$ cat src/hdl/kpi_defs.svh
// constants for the keypad pin interrupt unit: offsets, fields, reset values
// assumes inclusion from kpi_pkg users; definitions only
//
// Notes on behaviour
// - eight input pins feed one shared keypad event flag
// - enable bit 1 makes its pin a source; 0 excludes it
// - polarity bit 0 means falling/low, 1 means rising/high
// - one mode bit selects edge only or edge plus level for all
// - edges found by clocked sampling; deasserted level must be seen first
// - falling edge: sampled 1 then 0 on the next cycle
// - rising edge: sampled 0 then 1 on the next cycle
// - in edge mode a valid edge on an enabled pin sets the flag
// - flag and irq enable together raise the interrupt request
// - in edge mode writing acknowledge 1 clears the flag
// - in level mode an edge or asserted level sets the flag
// - in level mode acknowledge clears only if all enabled pins deasserted
// - enabled pull is pullup for polarity 0, pulldown for polarity 1
// - flag at status bit 3, read only
// - acknowledge at bit 2 acts on write 1, reads 0
// - bit 1 irq enable, bit 0 mode, bits 7:4 read 0
`ifndef KPI_DEFS_SVH
`define KPI_DEFS_SVH
`define KPI_OFS_STATUS   12'h000
`define KPI_OFS_ENABLE   12'h004
`define KPI_OFS_POLARITY 12'h008
`define KPI_BIT_FLAG     3
`define KPI_BIT_ACK      2
`define KPI_BIT_IRQEN    1
`define KPI_BIT_MODE     0
`define KPI_RST_BYTE     8'h00
`endif

$ cat src/hdl/kpi_pkg.sv
// types for the keypad pin interrupt unit
// assumes kpi_defs.svh for numeric constants
package kpi_pkg;
  typedef logic [7:0] kpi_byte_t;
  typedef struct packed {
    logic [11:0] paddr;
    logic        psel;
    logic        penable;
    logic        pwrite;
    logic [31:0] pwdata;
  } kpi_apb_req_s;
  typedef struct packed {
    logic [31:0] prdata;
    logic        pready;
    logic        pslverr;
  } kpi_apb_rsp_s;
endpackage

$ cat src/hdl/kpi_detect.sv
// per-pin edge and level detection for the keypad pin interrupt unit
// assumes pins already synchronised to clk
`timescale 1ns/10ps
`include "kpi_defs.svh"
module kpi_detect
(
  // clock and reset
  input  wire logic             clk,
  input  wire logic             resetn,
  input  wire logic             clk_en,
  // configuration
  input  wire kpi_pkg::kpi_byte_t pin_source_enable,
  input  wire kpi_pkg::kpi_byte_t pin_polarity_select,
  // synchronised pins
  input  wire kpi_pkg::kpi_byte_t pins_sync,
  // results
  output kpi_pkg::kpi_byte_t    edge_hit,
  output kpi_pkg::kpi_byte_t    level_hit
);
  import kpi_pkg::*;
  typedef struct packed {
    kpi_byte_t armed;
  } kpi_det_s;
  kpi_det_s st_q;
  kpi_det_s st_d;
  kpi_byte_t asserted;

  // polarity maps each pin to its asserted sense
  always_comb
  begin
    asserted  = ~(pins_sync ^ pin_polarity_select);
    level_hit = asserted & pin_source_enable;
    // armed means deasserted last cycle, so edge needs 1->0 or 0->1
    edge_hit  = st_q.armed & asserted & pin_source_enable;
    st_d.armed = ~asserted & pin_source_enable;
  end

  // disabled pins lose arming so a fresh enable needs a deasserted sample
  always_ff @(posedge clk or negedge resetn)
  begin
    if (!resetn)
      st_q <= '0;
    else if (clk_en)
      st_q <= st_d;
  end

  a_edge_needs_idle : assert property (@(posedge clk) disable iff (!resetn)
    (clk_en && $past(clk_en) && |edge_hit) |-> (edge_hit & $past(asserted)) == 8'h00)
    else $error("edge without idle sample");
endmodule

$ cat src/hdl/kpi_top.sv
// keypad pin interrupt unit: apb registers, flag and request logic
// assumes pins asynchronous to clk, apb master on clk
//
// Decided for this implementation: the APB slave port and the placing of the registers.
`timescale 1ns/10ps
`include "kpi_defs.svh"
module kpi_top
(
  // clock and reset
  input  wire logic             clk,
  input  wire logic             resetn,
  input  wire logic             clk_en,
  // apb slave
  input  wire kpi_pkg::kpi_apb_req_s apb_req,
  output kpi_pkg::kpi_apb_rsp_s apb_rsp,
  // keypad pins and pull control
  input  wire kpi_pkg::kpi_byte_t keypad_input_pin,
  input  wire kpi_pkg::kpi_byte_t port_pull_enable,
  output kpi_pkg::kpi_byte_t    pull_up_en,
  output kpi_pkg::kpi_byte_t    pull_down_en,
  // interrupt request
  output logic                  keypad_irq
);
  import kpi_pkg::*;

  typedef struct packed {
    kpi_byte_t   sync1;
    kpi_byte_t   sync2;
    kpi_byte_t   pin_source_enable;
    kpi_byte_t   pin_polarity_select;
    logic        keypad_event_flag;
    logic        keypad_irq_enable;
    logic        detect_mode_select;
    logic [31:0] rdata;
    kpi_byte_t   pull_up;
    kpi_byte_t   pull_down;
    logic        irq;
  } kpi_state_s;

  kpi_state_s st_q;
  kpi_state_s st_d;
  kpi_byte_t  edge_hit;
  kpi_byte_t  level_hit;
  logic       acc;
  logic       wr;
  logic       ack;
  logic       set_ev;

  function automatic logic [7:0] kpi_status_read(input logic f, input logic ie,
                                                 input logic md);
    logic [7:0] v;
    v = 8'h00;
    v[`KPI_BIT_FLAG]  = f;
    v[`KPI_BIT_IRQEN] = ie;
    v[`KPI_BIT_MODE]  = md;                                    // ack reads 0
    return v;
  endfunction

  kpi_detect u_det
  (
    .clk                 (clk),
    .resetn              (resetn),
    .clk_en              (clk_en),
    .pin_source_enable   (st_q.pin_source_enable),
    .pin_polarity_select (st_q.pin_polarity_select),
    .pins_sync           (st_q.sync2),
    .edge_hit            (edge_hit),
    .level_hit           (level_hit)
  );

  // zero-wait slave while clk_en is high: access phase completes in its first cycle
  assign acc = apb_req.psel & apb_req.penable;
  assign wr  = acc & apb_req.pwrite;
  assign ack = wr && apb_req.paddr == `KPI_OFS_STATUS && apb_req.pwdata[`KPI_BIT_ACK];
  // no transfer completes while frozen, so a write is never lost
  assign apb_rsp.pready  = clk_en;
  assign apb_rsp.pslverr = 1'b0;
  assign apb_rsp.prdata  = st_q.rdata;
  assign pull_up_en      = st_q.pull_up;
  assign pull_down_en    = st_q.pull_down;
  assign keypad_irq      = st_q.irq;

  // set takes priority over acknowledge so no event is lost
  always_comb
  begin
    st_d = st_q;
    st_d.sync1 = keypad_input_pin;
    st_d.sync2 = st_q.sync1;
    set_ev = st_q.detect_mode_select ? |(edge_hit | level_hit)
                                     : |edge_hit;
    if (ack)
      st_d.keypad_event_flag = 1'b0;
    if (set_ev)
      st_d.keypad_event_flag = 1'b1;
    if (wr)
    begin
      unique case (apb_req.paddr)
        `KPI_OFS_STATUS:
        begin
          st_d.keypad_irq_enable  = apb_req.pwdata[`KPI_BIT_IRQEN];
          st_d.detect_mode_select = apb_req.pwdata[`KPI_BIT_MODE];
        end
        `KPI_OFS_ENABLE:   st_d.pin_source_enable   = apb_req.pwdata[7:0];
        `KPI_OFS_POLARITY: st_d.pin_polarity_select = apb_req.pwdata[7:0];
        default: ;
      endcase
    end
    // read data registered at setup so it is stable in access phase
    st_d.rdata = 32'h0000_0000;
    if (apb_req.psel && !apb_req.pwrite)
    begin
      unique case (apb_req.paddr)
        `KPI_OFS_STATUS:   st_d.rdata[7:0] = kpi_status_read(st_q.keypad_event_flag,
                             st_q.keypad_irq_enable, st_q.detect_mode_select);
        `KPI_OFS_ENABLE:   st_d.rdata[7:0] = st_q.pin_source_enable;
        `KPI_OFS_POLARITY: st_d.rdata[7:0] = st_q.pin_polarity_select;
        default:           st_d.rdata      = 32'h0000_0000;
      endcase
    end
    st_d.pull_up   = port_pull_enable & ~st_q.pin_polarity_select;
    st_d.pull_down = port_pull_enable & st_q.pin_polarity_select;
    st_d.irq = st_q.keypad_event_flag & st_q.keypad_irq_enable;
  end

  always_ff @(posedge clk or negedge resetn)
  begin
    if (!resetn)
    begin
      st_q <= '0;
      st_q.pin_source_enable   <= `KPI_RST_BYTE;
      st_q.pin_polarity_select <= `KPI_RST_BYTE;
    end
    else if (clk_en)
      st_q <= st_d;
  end

  a_irq_follows : assert property (@(posedge clk) disable iff (!resetn)
    clk_en |=> keypad_irq == ($past(st_q.keypad_event_flag) && $past(st_q.keypad_irq_enable)))
    else $error("irq not flag and enable");
  a_edge_sets_flag : assert property (@(posedge clk) disable iff (!resetn)
    (clk_en && |edge_hit) |=> st_q.keypad_event_flag)
    else $error("edge did not set flag");
  a_level_holds_flag : assert property (@(posedge clk) disable iff (!resetn)
    (clk_en && st_q.detect_mode_select && |level_hit) |=> st_q.keypad_event_flag)
    else $error("level did not hold flag");
  a_ack_clears : assert property (@(posedge clk) disable iff (!resetn)
    (clk_en && ack && !set_ev) |=> !st_q.keypad_event_flag)
    else $error("ack did not clear");
  a_no_spurious : assert property (@(posedge clk) disable iff (!resetn)
    (clk_en && !set_ev && !st_q.keypad_event_flag) |=> !st_q.keypad_event_flag)
    else $error("flag set without cause");
  a_pull_split : assert property (@(posedge clk) disable iff (!resetn)
    (pull_up_en & pull_down_en) == 8'h00)
    else $error("pull up and down together");
  a_upper_zero : assert property (@(posedge clk) disable iff (!resetn)
    apb_rsp.prdata[31:8] == 24'h000000 &&
    (!(acc && !apb_req.pwrite && apb_req.paddr == `KPI_OFS_STATUS) ||
     apb_rsp.prdata[7:4] == 4'h0))
    else $error("upper read bits set");
  a_ack_reads_zero : assert property (@(posedge clk) disable iff (!resetn)
    (acc && !apb_req.pwrite && apb_req.paddr == `KPI_OFS_STATUS) |-> !apb_rsp.prdata[2])
    else $error("ack reads one");
endmodule

$ cat config.mk
export PLATFORM = sky130hd
export DESIGN_NAME = kpi_top
export DESIGN_NICKNAME = d
export VERILOG_FILES = /design/src/hdl/kpi_pkg.sv /design/src/hdl/kpi_detect.sv /design/src/hdl/kpi_top.sv
export VERILOG_INCLUDE_DIRS = /design/src /design/src/hdl
export SDC_FILE = /design/constraint.sdc
export NUM_CORES = 1
export LEC_CHECK = 0
export ABC_AREA = 1
export BUFFER_PORTS_ARGS = -buffer_cell sky130_fd_sc_hd__buf_2
export CAP_MARGIN = 20
export CORE_MARGIN = 1.5
export CORE_UTILIZATION = 45
export DETAILED_ROUTE_END_ITERATION = 10
export PLACE_DENSITY = 0.73
export SLEW_MARGIN = 20
export SYNTH_ARGS = -nofsm -noshare
export SYNTH_HDL_FRONTEND = slang
export SYNTH_SLANG_ARGS = --single-unit
$ cat constraint.sdc
create_clock -name clk -period 1.2 [get_ports clk]
set_input_delay 0.06 -clock clk [delete_from_list [all_inputs] [get_ports clk]]
set_output_delay 0.06 -clock clk [all_outputs]
set_load 0.02 [all_outputs]
; Yosys cells after proc, flatten, opt, wreduce, memory -nomap -nowiden
; Cells that the tools add are included.
[op_classes]
eq_ne = 2
n_mux = 5
bitwise_logic = 14
n_reduce_logical = 12
[ops]
columns = op, n
row1 = $and A8 B8 Y8, 6
row2 = $not A8 Y8, 3
row3 = $pmux W8 S3, 1
row4 = $reduce_or A8 Y1, 2
row5 = $eq A12 B3 Y1 const B, 1
row6 = $eq A12 B4 Y1 const B, 1
row7 = $logic_not A12 Y1, 1
row8 = $reduce_and A3 Y1, 3
row9 = $mux W8, 1
row10 = $or A8 B8 Y8, 1
row11 = $xor A8 B8 Y8, 1
row12 = $and A1 B1 Y1, 3
row13 = $logic_and A1 B1 Y1, 3
row14 = $mux W1, 3
row15 = $reduce_and A2 Y1, 1
row16 = $reduce_bool A2 Y1, 1
row17 = $logic_not A1 Y1, 1
[totals]
register_bits = 92
input_bits = 66
out_inout_bits = 51
elab_cells = 45

; Longest topological paths before layout
; Gate-level depths: netlist of run 1.
[depth]
word_depth = 9
ltp_mapped = 9
depth_no_buf = 9

; Cells and area by module
; A second synthesis of run 1 with hierarchy kept.
[unflattened]
hier_cells = 470
area_unflattened_um2 = 3681.0
[modules_own_cells]
columns = mod, instances, cells_per_inst, area_per_inst_um2, seq_area_each_um2
row1 = kpi_top, 1, 348, 3035.4, 1501.4
row2 = kpi_detect, 1, 122, 645.6, 200.2

; Least setup slack after synthesis of run 1
; OpenSTA, ideal clock, no wires.
[synth_path]
path_kind = input to register
start = input port apb_req[36] in the netlist's numbering
end = register, netlist name st_q[58]
setup_ns = 0.117
t_arrival_ns = 1.097
required_ns = 1.083
path_slack_ns = -0.014
path_stages = 8
path_buffers = 1
path_cell_list = or2_4 -> nor3_4 -> nand3_2 -> nor2_2 -> nand2_2 -> buf_6 -> nand2_2 -> o21ai_2
[synth_via]
elab_chain_len = 2
[synth_rtl]
columns = element, line_no
row1 = from (decl), kpi_top.sv:14  ; input wire kpi_pkg::kpi_apb_req_s apb_req,
row2 = $eq A12 B4 Y1, kpi_top.sv:97  ; unique case (apb_req.paddr)
row3 = $reduce_and A3 Y1 (no source line), -
; Every way passes these cells.
; A chain may end at the register's enable or synchronous reset.

; Worst setup path after layout of run 1
[layout_path]
start = register, netlist name st_q[57]
end = register st_q[51] in the netlist's numbering
[layout_via]
elab_chain_len = 9
elab_cells_between_ends = 12
classes_between = mux (2) / bitwise (6) / reduce/logical (4)
[layout_rtl]
columns = element, line_no
row1 = $xor A8 B8 Y8 *, kpi_detect.sv:31  ; asserted = ~(pins_sync ^ pin_polarity_select);
row2 = $not A8 Y8 *, kpi_detect.sv:31
row3 = $and A8 B8 Y8 (2 in a row), kpi_detect.sv:34  ; edge_hit = st_q.armed & asserted & pin_source_enable;
row4 = $or A8 B8 Y8, kpi_top.sv:89  ; set_ev = st_q.detect_mode_select ? |(edge_hit | level_hit)
row5 = $reduce_or A8 Y1, kpi_top.sv:89
row6 = $mux W1 *, kpi_top.sv:89
row7 = $reduce_bool A2 Y1 (no source line), -
row8 = $reduce_and A2 Y1 (no source line), -
row9 = to (signal assigned), kpi_top.sv:134  ; st_q <= st_d;
row10 = to (decl), kpi_top.sv:40  ; kpi_state_s st_q;
; Every way passes the cells marked *; elsewhere a longest branch is shown, timed or not.

==> results.ini, run 1 <==
[routing]
top_layer = met4
drc = 0
initialDrtViolationCount = 131
avgRoutedWirePerCell_um = 12.04
vias = 2909
drtAntennaViolNets = 0
dr.pass1.iters = 5
met1_length_mm = 3.169
via_per_inst = 4.617
dr_wl_met3_um = 407
wl_met2_mm = 3.914
wl_mm = 7.587

[critical_path]
cp_num_buf_inv = 1
cp-startpoint = st_q[57]
crit_path_max_incr_delay_ns = 0.41
worstPathRequired_ns = 1.43
crit_chain = inv_1, nand2_1, nand3_1, nand2_1, nor2_1, nand3b_1, nand3_2, nand2_1
cpMostUsedCell = nand2_1
r2r-start = st_q[57]
critPathKind = reg -> reg
critPathTopFamily = simple AND/OR/NAND/NOR gates
cp.arrival_ns = 1.41
worst-path-max-fanout = 4
worst_path_max_delay_cell = dfrtp_1
cp-end-kind = flop
reg2reg_setup_slack_ns = 0.02
startpoint_type = flop

[power_and_ir_drop]
power_mw = 4.627
p_comb_share_pct = 12.1
p_leak_nw = 2.287
p_switching_mw = 1.201
powerDensity_nw_per_um2 = 1079
pwr-share-seq_pct = 52.2
power_frac_clock_pct = 35.7
p_sw_share_pct = 25.96
irDropWorstVdd_v = 0.0006445
internal_power_mw = 3.426

[place]
place_inst = 588
gp_congestion = 0.8054
io_buffers = 67
hpwl_mm = 5.232

[grt]
grt_pass1_vias = 2826
gr-total-overflow = 0
grt_max_degree = 48
antenna_found_initial = 0
grt_usage_pct = 19.35
grt_pass1_wl_mm = 12.65

[clock_network]
h-tree-depth = 3
root_buffer = clkbuf_8
cts_buffer_depth = 2
cts_buffers = 9
path_clk_slew_ns = 0.07
clk_latency_ns = 0.34
cts_tree = built
clock-sinks = 68

[final_layout]
area_delta_synth_final_pct = 23.66
nNetsFinal = 593
drive_above_1_share_pct = 26.74
fill_cells = 681
finalNonFillerCells = 630
diodes = 0

[floorplanning]
die-area_sq_um = 8246
row_count = 31
die_h_um = 90.81
initial_core_util_pct = 47.08
fp.dieW_um = 90.81
pin_count = 117
core_sq_um = 7370

[synthesis]
ys_types = 26
ys_top_cells_by_count = nand2_1 (157), dfrtp_1 (68), buf_4 (50)
synth_xor_area_share_pct = 0.5049
yosys.area.top_type = dfrtp_1
synth-edff-count = 0
synth-async-reset-ratio_pct = 100.0
avgSynthCellArea_sq_um = 8.013
synth_most_common_cell = nand2_1
yosys_warnings = 0
muxShareOfSynthArea_pct = 0
synth-compound-area-share_pct = 9.016
synth_area_sq_um = 3470
synth.top_cell.area_share_pct = 49.04
yosys-top-cells-area = dfrtp_1 (49%), nand2_1 (17%), buf_4 (11%)
synth_seq_cells = 68
synthAdderAreaFrac_pct = 0
synthFlopType = dfrtp_1
yosysSeqAreaShare_pct = 49.04
synth-simple-area-share_pct = 25.24
syn_inst = 433
synth_top_family_by_area = simple AND/OR/NAND/NOR gates

[timing]
slew_violations = 0
whs_ns = 0.02301
finalCritPeriodShare_pct = 98.48
hold_viol = 0
finalSetupViolCount = 0
rsz0062_at_grt = true
fin_skew_ns = 0.007018
timing.fmax_mhz = 846.2
finalCriticalPeriod_ns = 1.182

[flow_run]
max_cap_viol_count = 0

[worst_hold_path]
hold_start = apb_req[1]
hold_path.class = in -> reg

[outcome]
outcome = completed

timing repair:
action | CTS | global route
hold endpoints to repair | 101 | 0
gates resized for setup | 2 | 11
setup buffers | 2 | 1
hold buffers | 24 | 0
endpoints found under the setup margin | 1 | 1
pin swaps | 2 | 6
through the flow:
step	setup slack [ns]	util [%]	instance area [sq um]	setup TNS, ns
finish	0.01825	58.22	4290	0
global route	-0.06992	58.22	4290	-0.06992
CTS	-0.004386	57.74	4255	-0.004386
detailed placement	-0.1325	51.95	3829	-1.301
global placement	-0.05443	51.95	3829	-0.2049
floorplan	-0.01400	-	3560	-0.02788
layer usage:
metal,up-vias,global-route usage [%]
met5,-,0
met4,0,8.203
met3,9,3.788
met2,83,32.96
met1,1346,23.90
li1,1471,-
registers in the layout, indices dropped and copies added (netlist names):
signal        count
st_q             27
apb_rsp           8
pull_down_en      8
pull_up_en        8
st_d              8
u_det.st_q        8
keypad_irq        1
cell usage in the layout (no fill, tap or decap), types with 4 or more instances in the layout:
cell           count
nand2_1          150
o21ai_2            8
dfrtp_1           66
inv_1             30
dlygate4sd3_1     24
buf_2             67
conb_1            25
nor2_1            16
clkbuf_8          11
inv_2              4
o31ai_1            4
nand2_2           11
nand3_1           25
o21ai_0           39
buf_4             27
path summary, 6_finish.rpt:
| kind | end | cells past startpoint |
|---|---|---|
| max in group asynchronous | st_q[52] | 3 |
| setup reg to reg | st_q[51] | 8 |
| hold / removal | st_q[53] | 3 |
| setup / recovery | st_q[51] | 8 |
| hold reg to reg | apb_rsp[2] | 2 |
| min in group asynchronous | st_d[75] | 2 |
power by group through the flow:
stage | clock, mW | combinational [mW] | sequential (mW)
2_1_floorplan | 0 | 0.381 | 2.45
3_3_place_gp | 0 | 0.482 | 2.45
3_5_place_dp | 0 | 0.494 | 2.46
4_1_cts | 1.70 | 0.556 | 2.41
5_1_grt | 1.80 | 0.629 | 2.42
6_report | 1.65 | 0.561 | 2.41
cell type report:
| cell class | instances | area [sq um] | area share (%) |
|---|---|---|---|
| clock buffer | 13 | 158.9 | 3.704 |
| timing repair buffer | 121 | 838.3 | 19.54 |
| sequential | 68 | 1704 | 39.72 |
| clock inverter | 2 | 10.01 | 0.2333 |
| multi-input combinational | 293 | 1328 | 30.94 |
| inverter | 34 | 127.6 | 2.975 |
| tap | 99 | 123.9 | 2.887 |
worst min-delay path, stage by stage:
cell and delay, ns:
buf_2 0.07, inv_1 0.07, o21ai_2 0.13
logic make-up (layout without fill, tap and decap cells):
family	Yosys count	after routing
AO/OA/AOI/OAI	54	54
XOR/XNOR	2	2
buffers and inverters	96	170
flip-flops	68	68
other	1	25
AND/OR/NAND/NOR	212	212
No activity file was read; power rests on OpenSTA's default activity.
==> run 2: changes to the inputs <==
- CTS_BUF_LIST: default -> sky130_fd_sc_hd__clkbuf_16
==> run 2 against run 1 <==
  * Fmax down 1.5%
  * Core utilization down 0.19 points
  * Combinational power down 3.9%
  * Clock power up 36%
  * Clock skew down 0.0023 ns
  * Clock-buffer cell count down 4
  * Critical endpoint unchanged
==> results.ini, run 2 (synthesis results as in run 1) <==
[outcome]
outcome = completed  ; unchanged

[critical_path]
startpoint_type = flop  ; unchanged
cp-end-kind = flop  ; unchanged
worst-path-max-fanout = 4  ; unchanged
critPathKind = reg -> reg  ; unchanged
worstPathRequired_ns = 1.41  ; was 1.43 ns
cp.arrival_ns = 1.41  ; about the same

[power_and_ir_drop]
powerDensity_nw_per_um2 = 1215  ; was 1079 nW/um^2
p_leak_nw = 2.296  ; was 2.287 nW
power_mw = 5.196  ; was 4.627 mW
irDropWorstVdd_v = 0.0008015  ; was 0.0006445 V

[place]
io_buffers = 67  ; unchanged
gp_congestion = 0.8054  ; unchanged
place_worst_setup_slack_ns = -0.1325  ; unchanged
place_inst = 588  ; unchanged
hpwl_mm = 5.232  ; unchanged
place_area_sq_um = 3829  ; unchanged

[final_layout]
area_delta_synth_final_pct = 23.26  ; was 23.66%
fin_area_sq_um = 4277  ; was 4290 sq um
final_cell_mix = nand2_1 (152), buf_2 (67), dfrtp_1 (66)  ; was nand2_1 (150), buf_2 (67), dfrtp_1 (66)
final_common_cell = nand2_1  ; unchanged
drive_above_1_share_pct = 26.20  ; was 26.74%
nNetsFinal = 585  ; was 593
finalNonFillerCells = 622  ; was 630
largest_reg_flops = 27  ; unchanged
largest-register = st_q  ; unchanged
diodes = 0  ; unchanged

[grt]
antenna_found_initial = 0  ; unchanged
grt_pass1_vias = 2823  ; was 2826
grt_usage_pct = 19.22  ; was 19.35%
grt_pass1_wl_mm = 12.73  ; was 12.65 mm
grt_max_degree = 48  ; unchanged
gr-total-overflow = 0  ; unchanged

[timing]
fin_skew_ns = 0.004752  ; was 0.007018 ns
finalCritPeriodShare_pct = 99.99  ; was 98.48%
hold_viol = 0  ; unchanged
timing.fmax_mhz = 833.4  ; was 846.2 MHz
finalCriticalPeriod_ns = 1.200  ; was 1.182 ns
rsz0062_at_grt = true  ; unchanged
tns_ns = 0  ; unchanged
finalSetupViolCount = 0  ; unchanged
slew_violations = 0  ; unchanged
setup_ws_ns = 0.00007017  ; was 0.01825 ns

[routing]
via_per_inst = 4.633  ; was 4.617
wl_mm = 7.666  ; was 7.587 mm
dr.pass1.iters = 5  ; unchanged
avgRoutedWirePerCell_um = 12.32  ; was 12.04 um
drtAntennaViolNets = 0  ; unchanged
initialDrtViolationCount = 159  ; was 131
drc = 0  ; unchanged
vias = 2882  ; was 2909

[clock_network]
clk_latency_ns = 0.32  ; was 0.34 ns
cts_tree = built  ; unchanged
cts_buffers = 9  ; unchanged
path_clk_slew_ns = 0.05  ; was 0.07 ns
h-tree-depth = 3  ; unchanged
clock-sinks = 68  ; unchanged
root_buffer = clkbuf_16  ; was clkbuf_8
cts_buffer_depth = 2  ; unchanged

[floorplanning]
core_sq_um = 7370  ; unchanged
die_h_um = 90.81  ; unchanged
die-area_sq_um = 8246  ; unchanged
fp.dieW_um = 90.81  ; unchanged
initial_core_util_pct = 47.08  ; unchanged
row_count = 31  ; unchanged
pin_count = 117  ; unchanged

[flow_run]
max_cap_viol_count = 0  ; unchanged

[worst_hold_path]
hold_path.class = in -> reg  ; unchanged

run 2: layer usage:
layer	share of wire [%]	track usage (%)	vias to the layer above
met1	42	23.66	1341
met2	52	33.90	78
met5	0	0	-
li1	-	-	1458
met4	0.74	5.859	0
met3	5.3	3.788	5
run 2: final timing paths:
kind	depth (start not counted)	slack, ns	endpoint	from
worst max-delay path	9	0.00007	st_q[51]	st_q[58]
worst min-delay path	3	0.001	pull_down_en[3]	port_pull_enable[3]
worst max register to register	9	0.00007	st_q[51]	st_q[58]
worst min register to register	2	0.47	st_d[75]	st_d[75]
max in group asynchronous	3	0.52	st_q[52]	resetn
min in group asynchronous	2	0.13	st_d[73]	resetn
run 2: final cells by class:
| type | count | area (sq um) |
|---|---|---|
| tap | 99 | 123.9 |
| multi-input combinational | 293 | 1313 |
| sequential | 68 | 1704 |
| clock buffer | 9 | 225.2 |
| clock inverter | 6 | 25.02 |
| fill | 679 | 3093 |
| inverter | 34 | 127.6 |
| timing repair buffer | 113 | 758.2 |
run 2: worst max-delay path: stages, from the launching register on:
cell	delay, ns
dfrtp_1	0.39
inv_1	0.07
nand2_1	0.05
nand2_1	0.10
nand2_1	0.08
nand2_1	0.04
nor2_1	0.12
nand3b_1	0.08
nand3_1	0.09
nand2_1	0.05
run 2: timing repair:
action	in CTS	in global routing
cloned	0	0
gates resized for setup	2	8
pin swaps	2	2
setup endpoints to repair	1	1
hold buffers	16	0
hold endpoints to repair	86	0
buffers inserted	1	2
run 2: power by group:
group / switching (mW) / internal, mW
logic: 0.349 / 0.189
clock network: 0.892 / 1.35
registers: 0.0426 / 2.38
run 2: through the flow:
step / hold slack (ns) / util, %
after floorplan: -0.2356 / -
after global placement: -0.06077 / 51.95
after detailed placement: -0.05654 / 51.95
after CTS: 0.0003947 / 57.66
after global routing: 0.01504 / 58.03
final: 0.001337 / 58.03
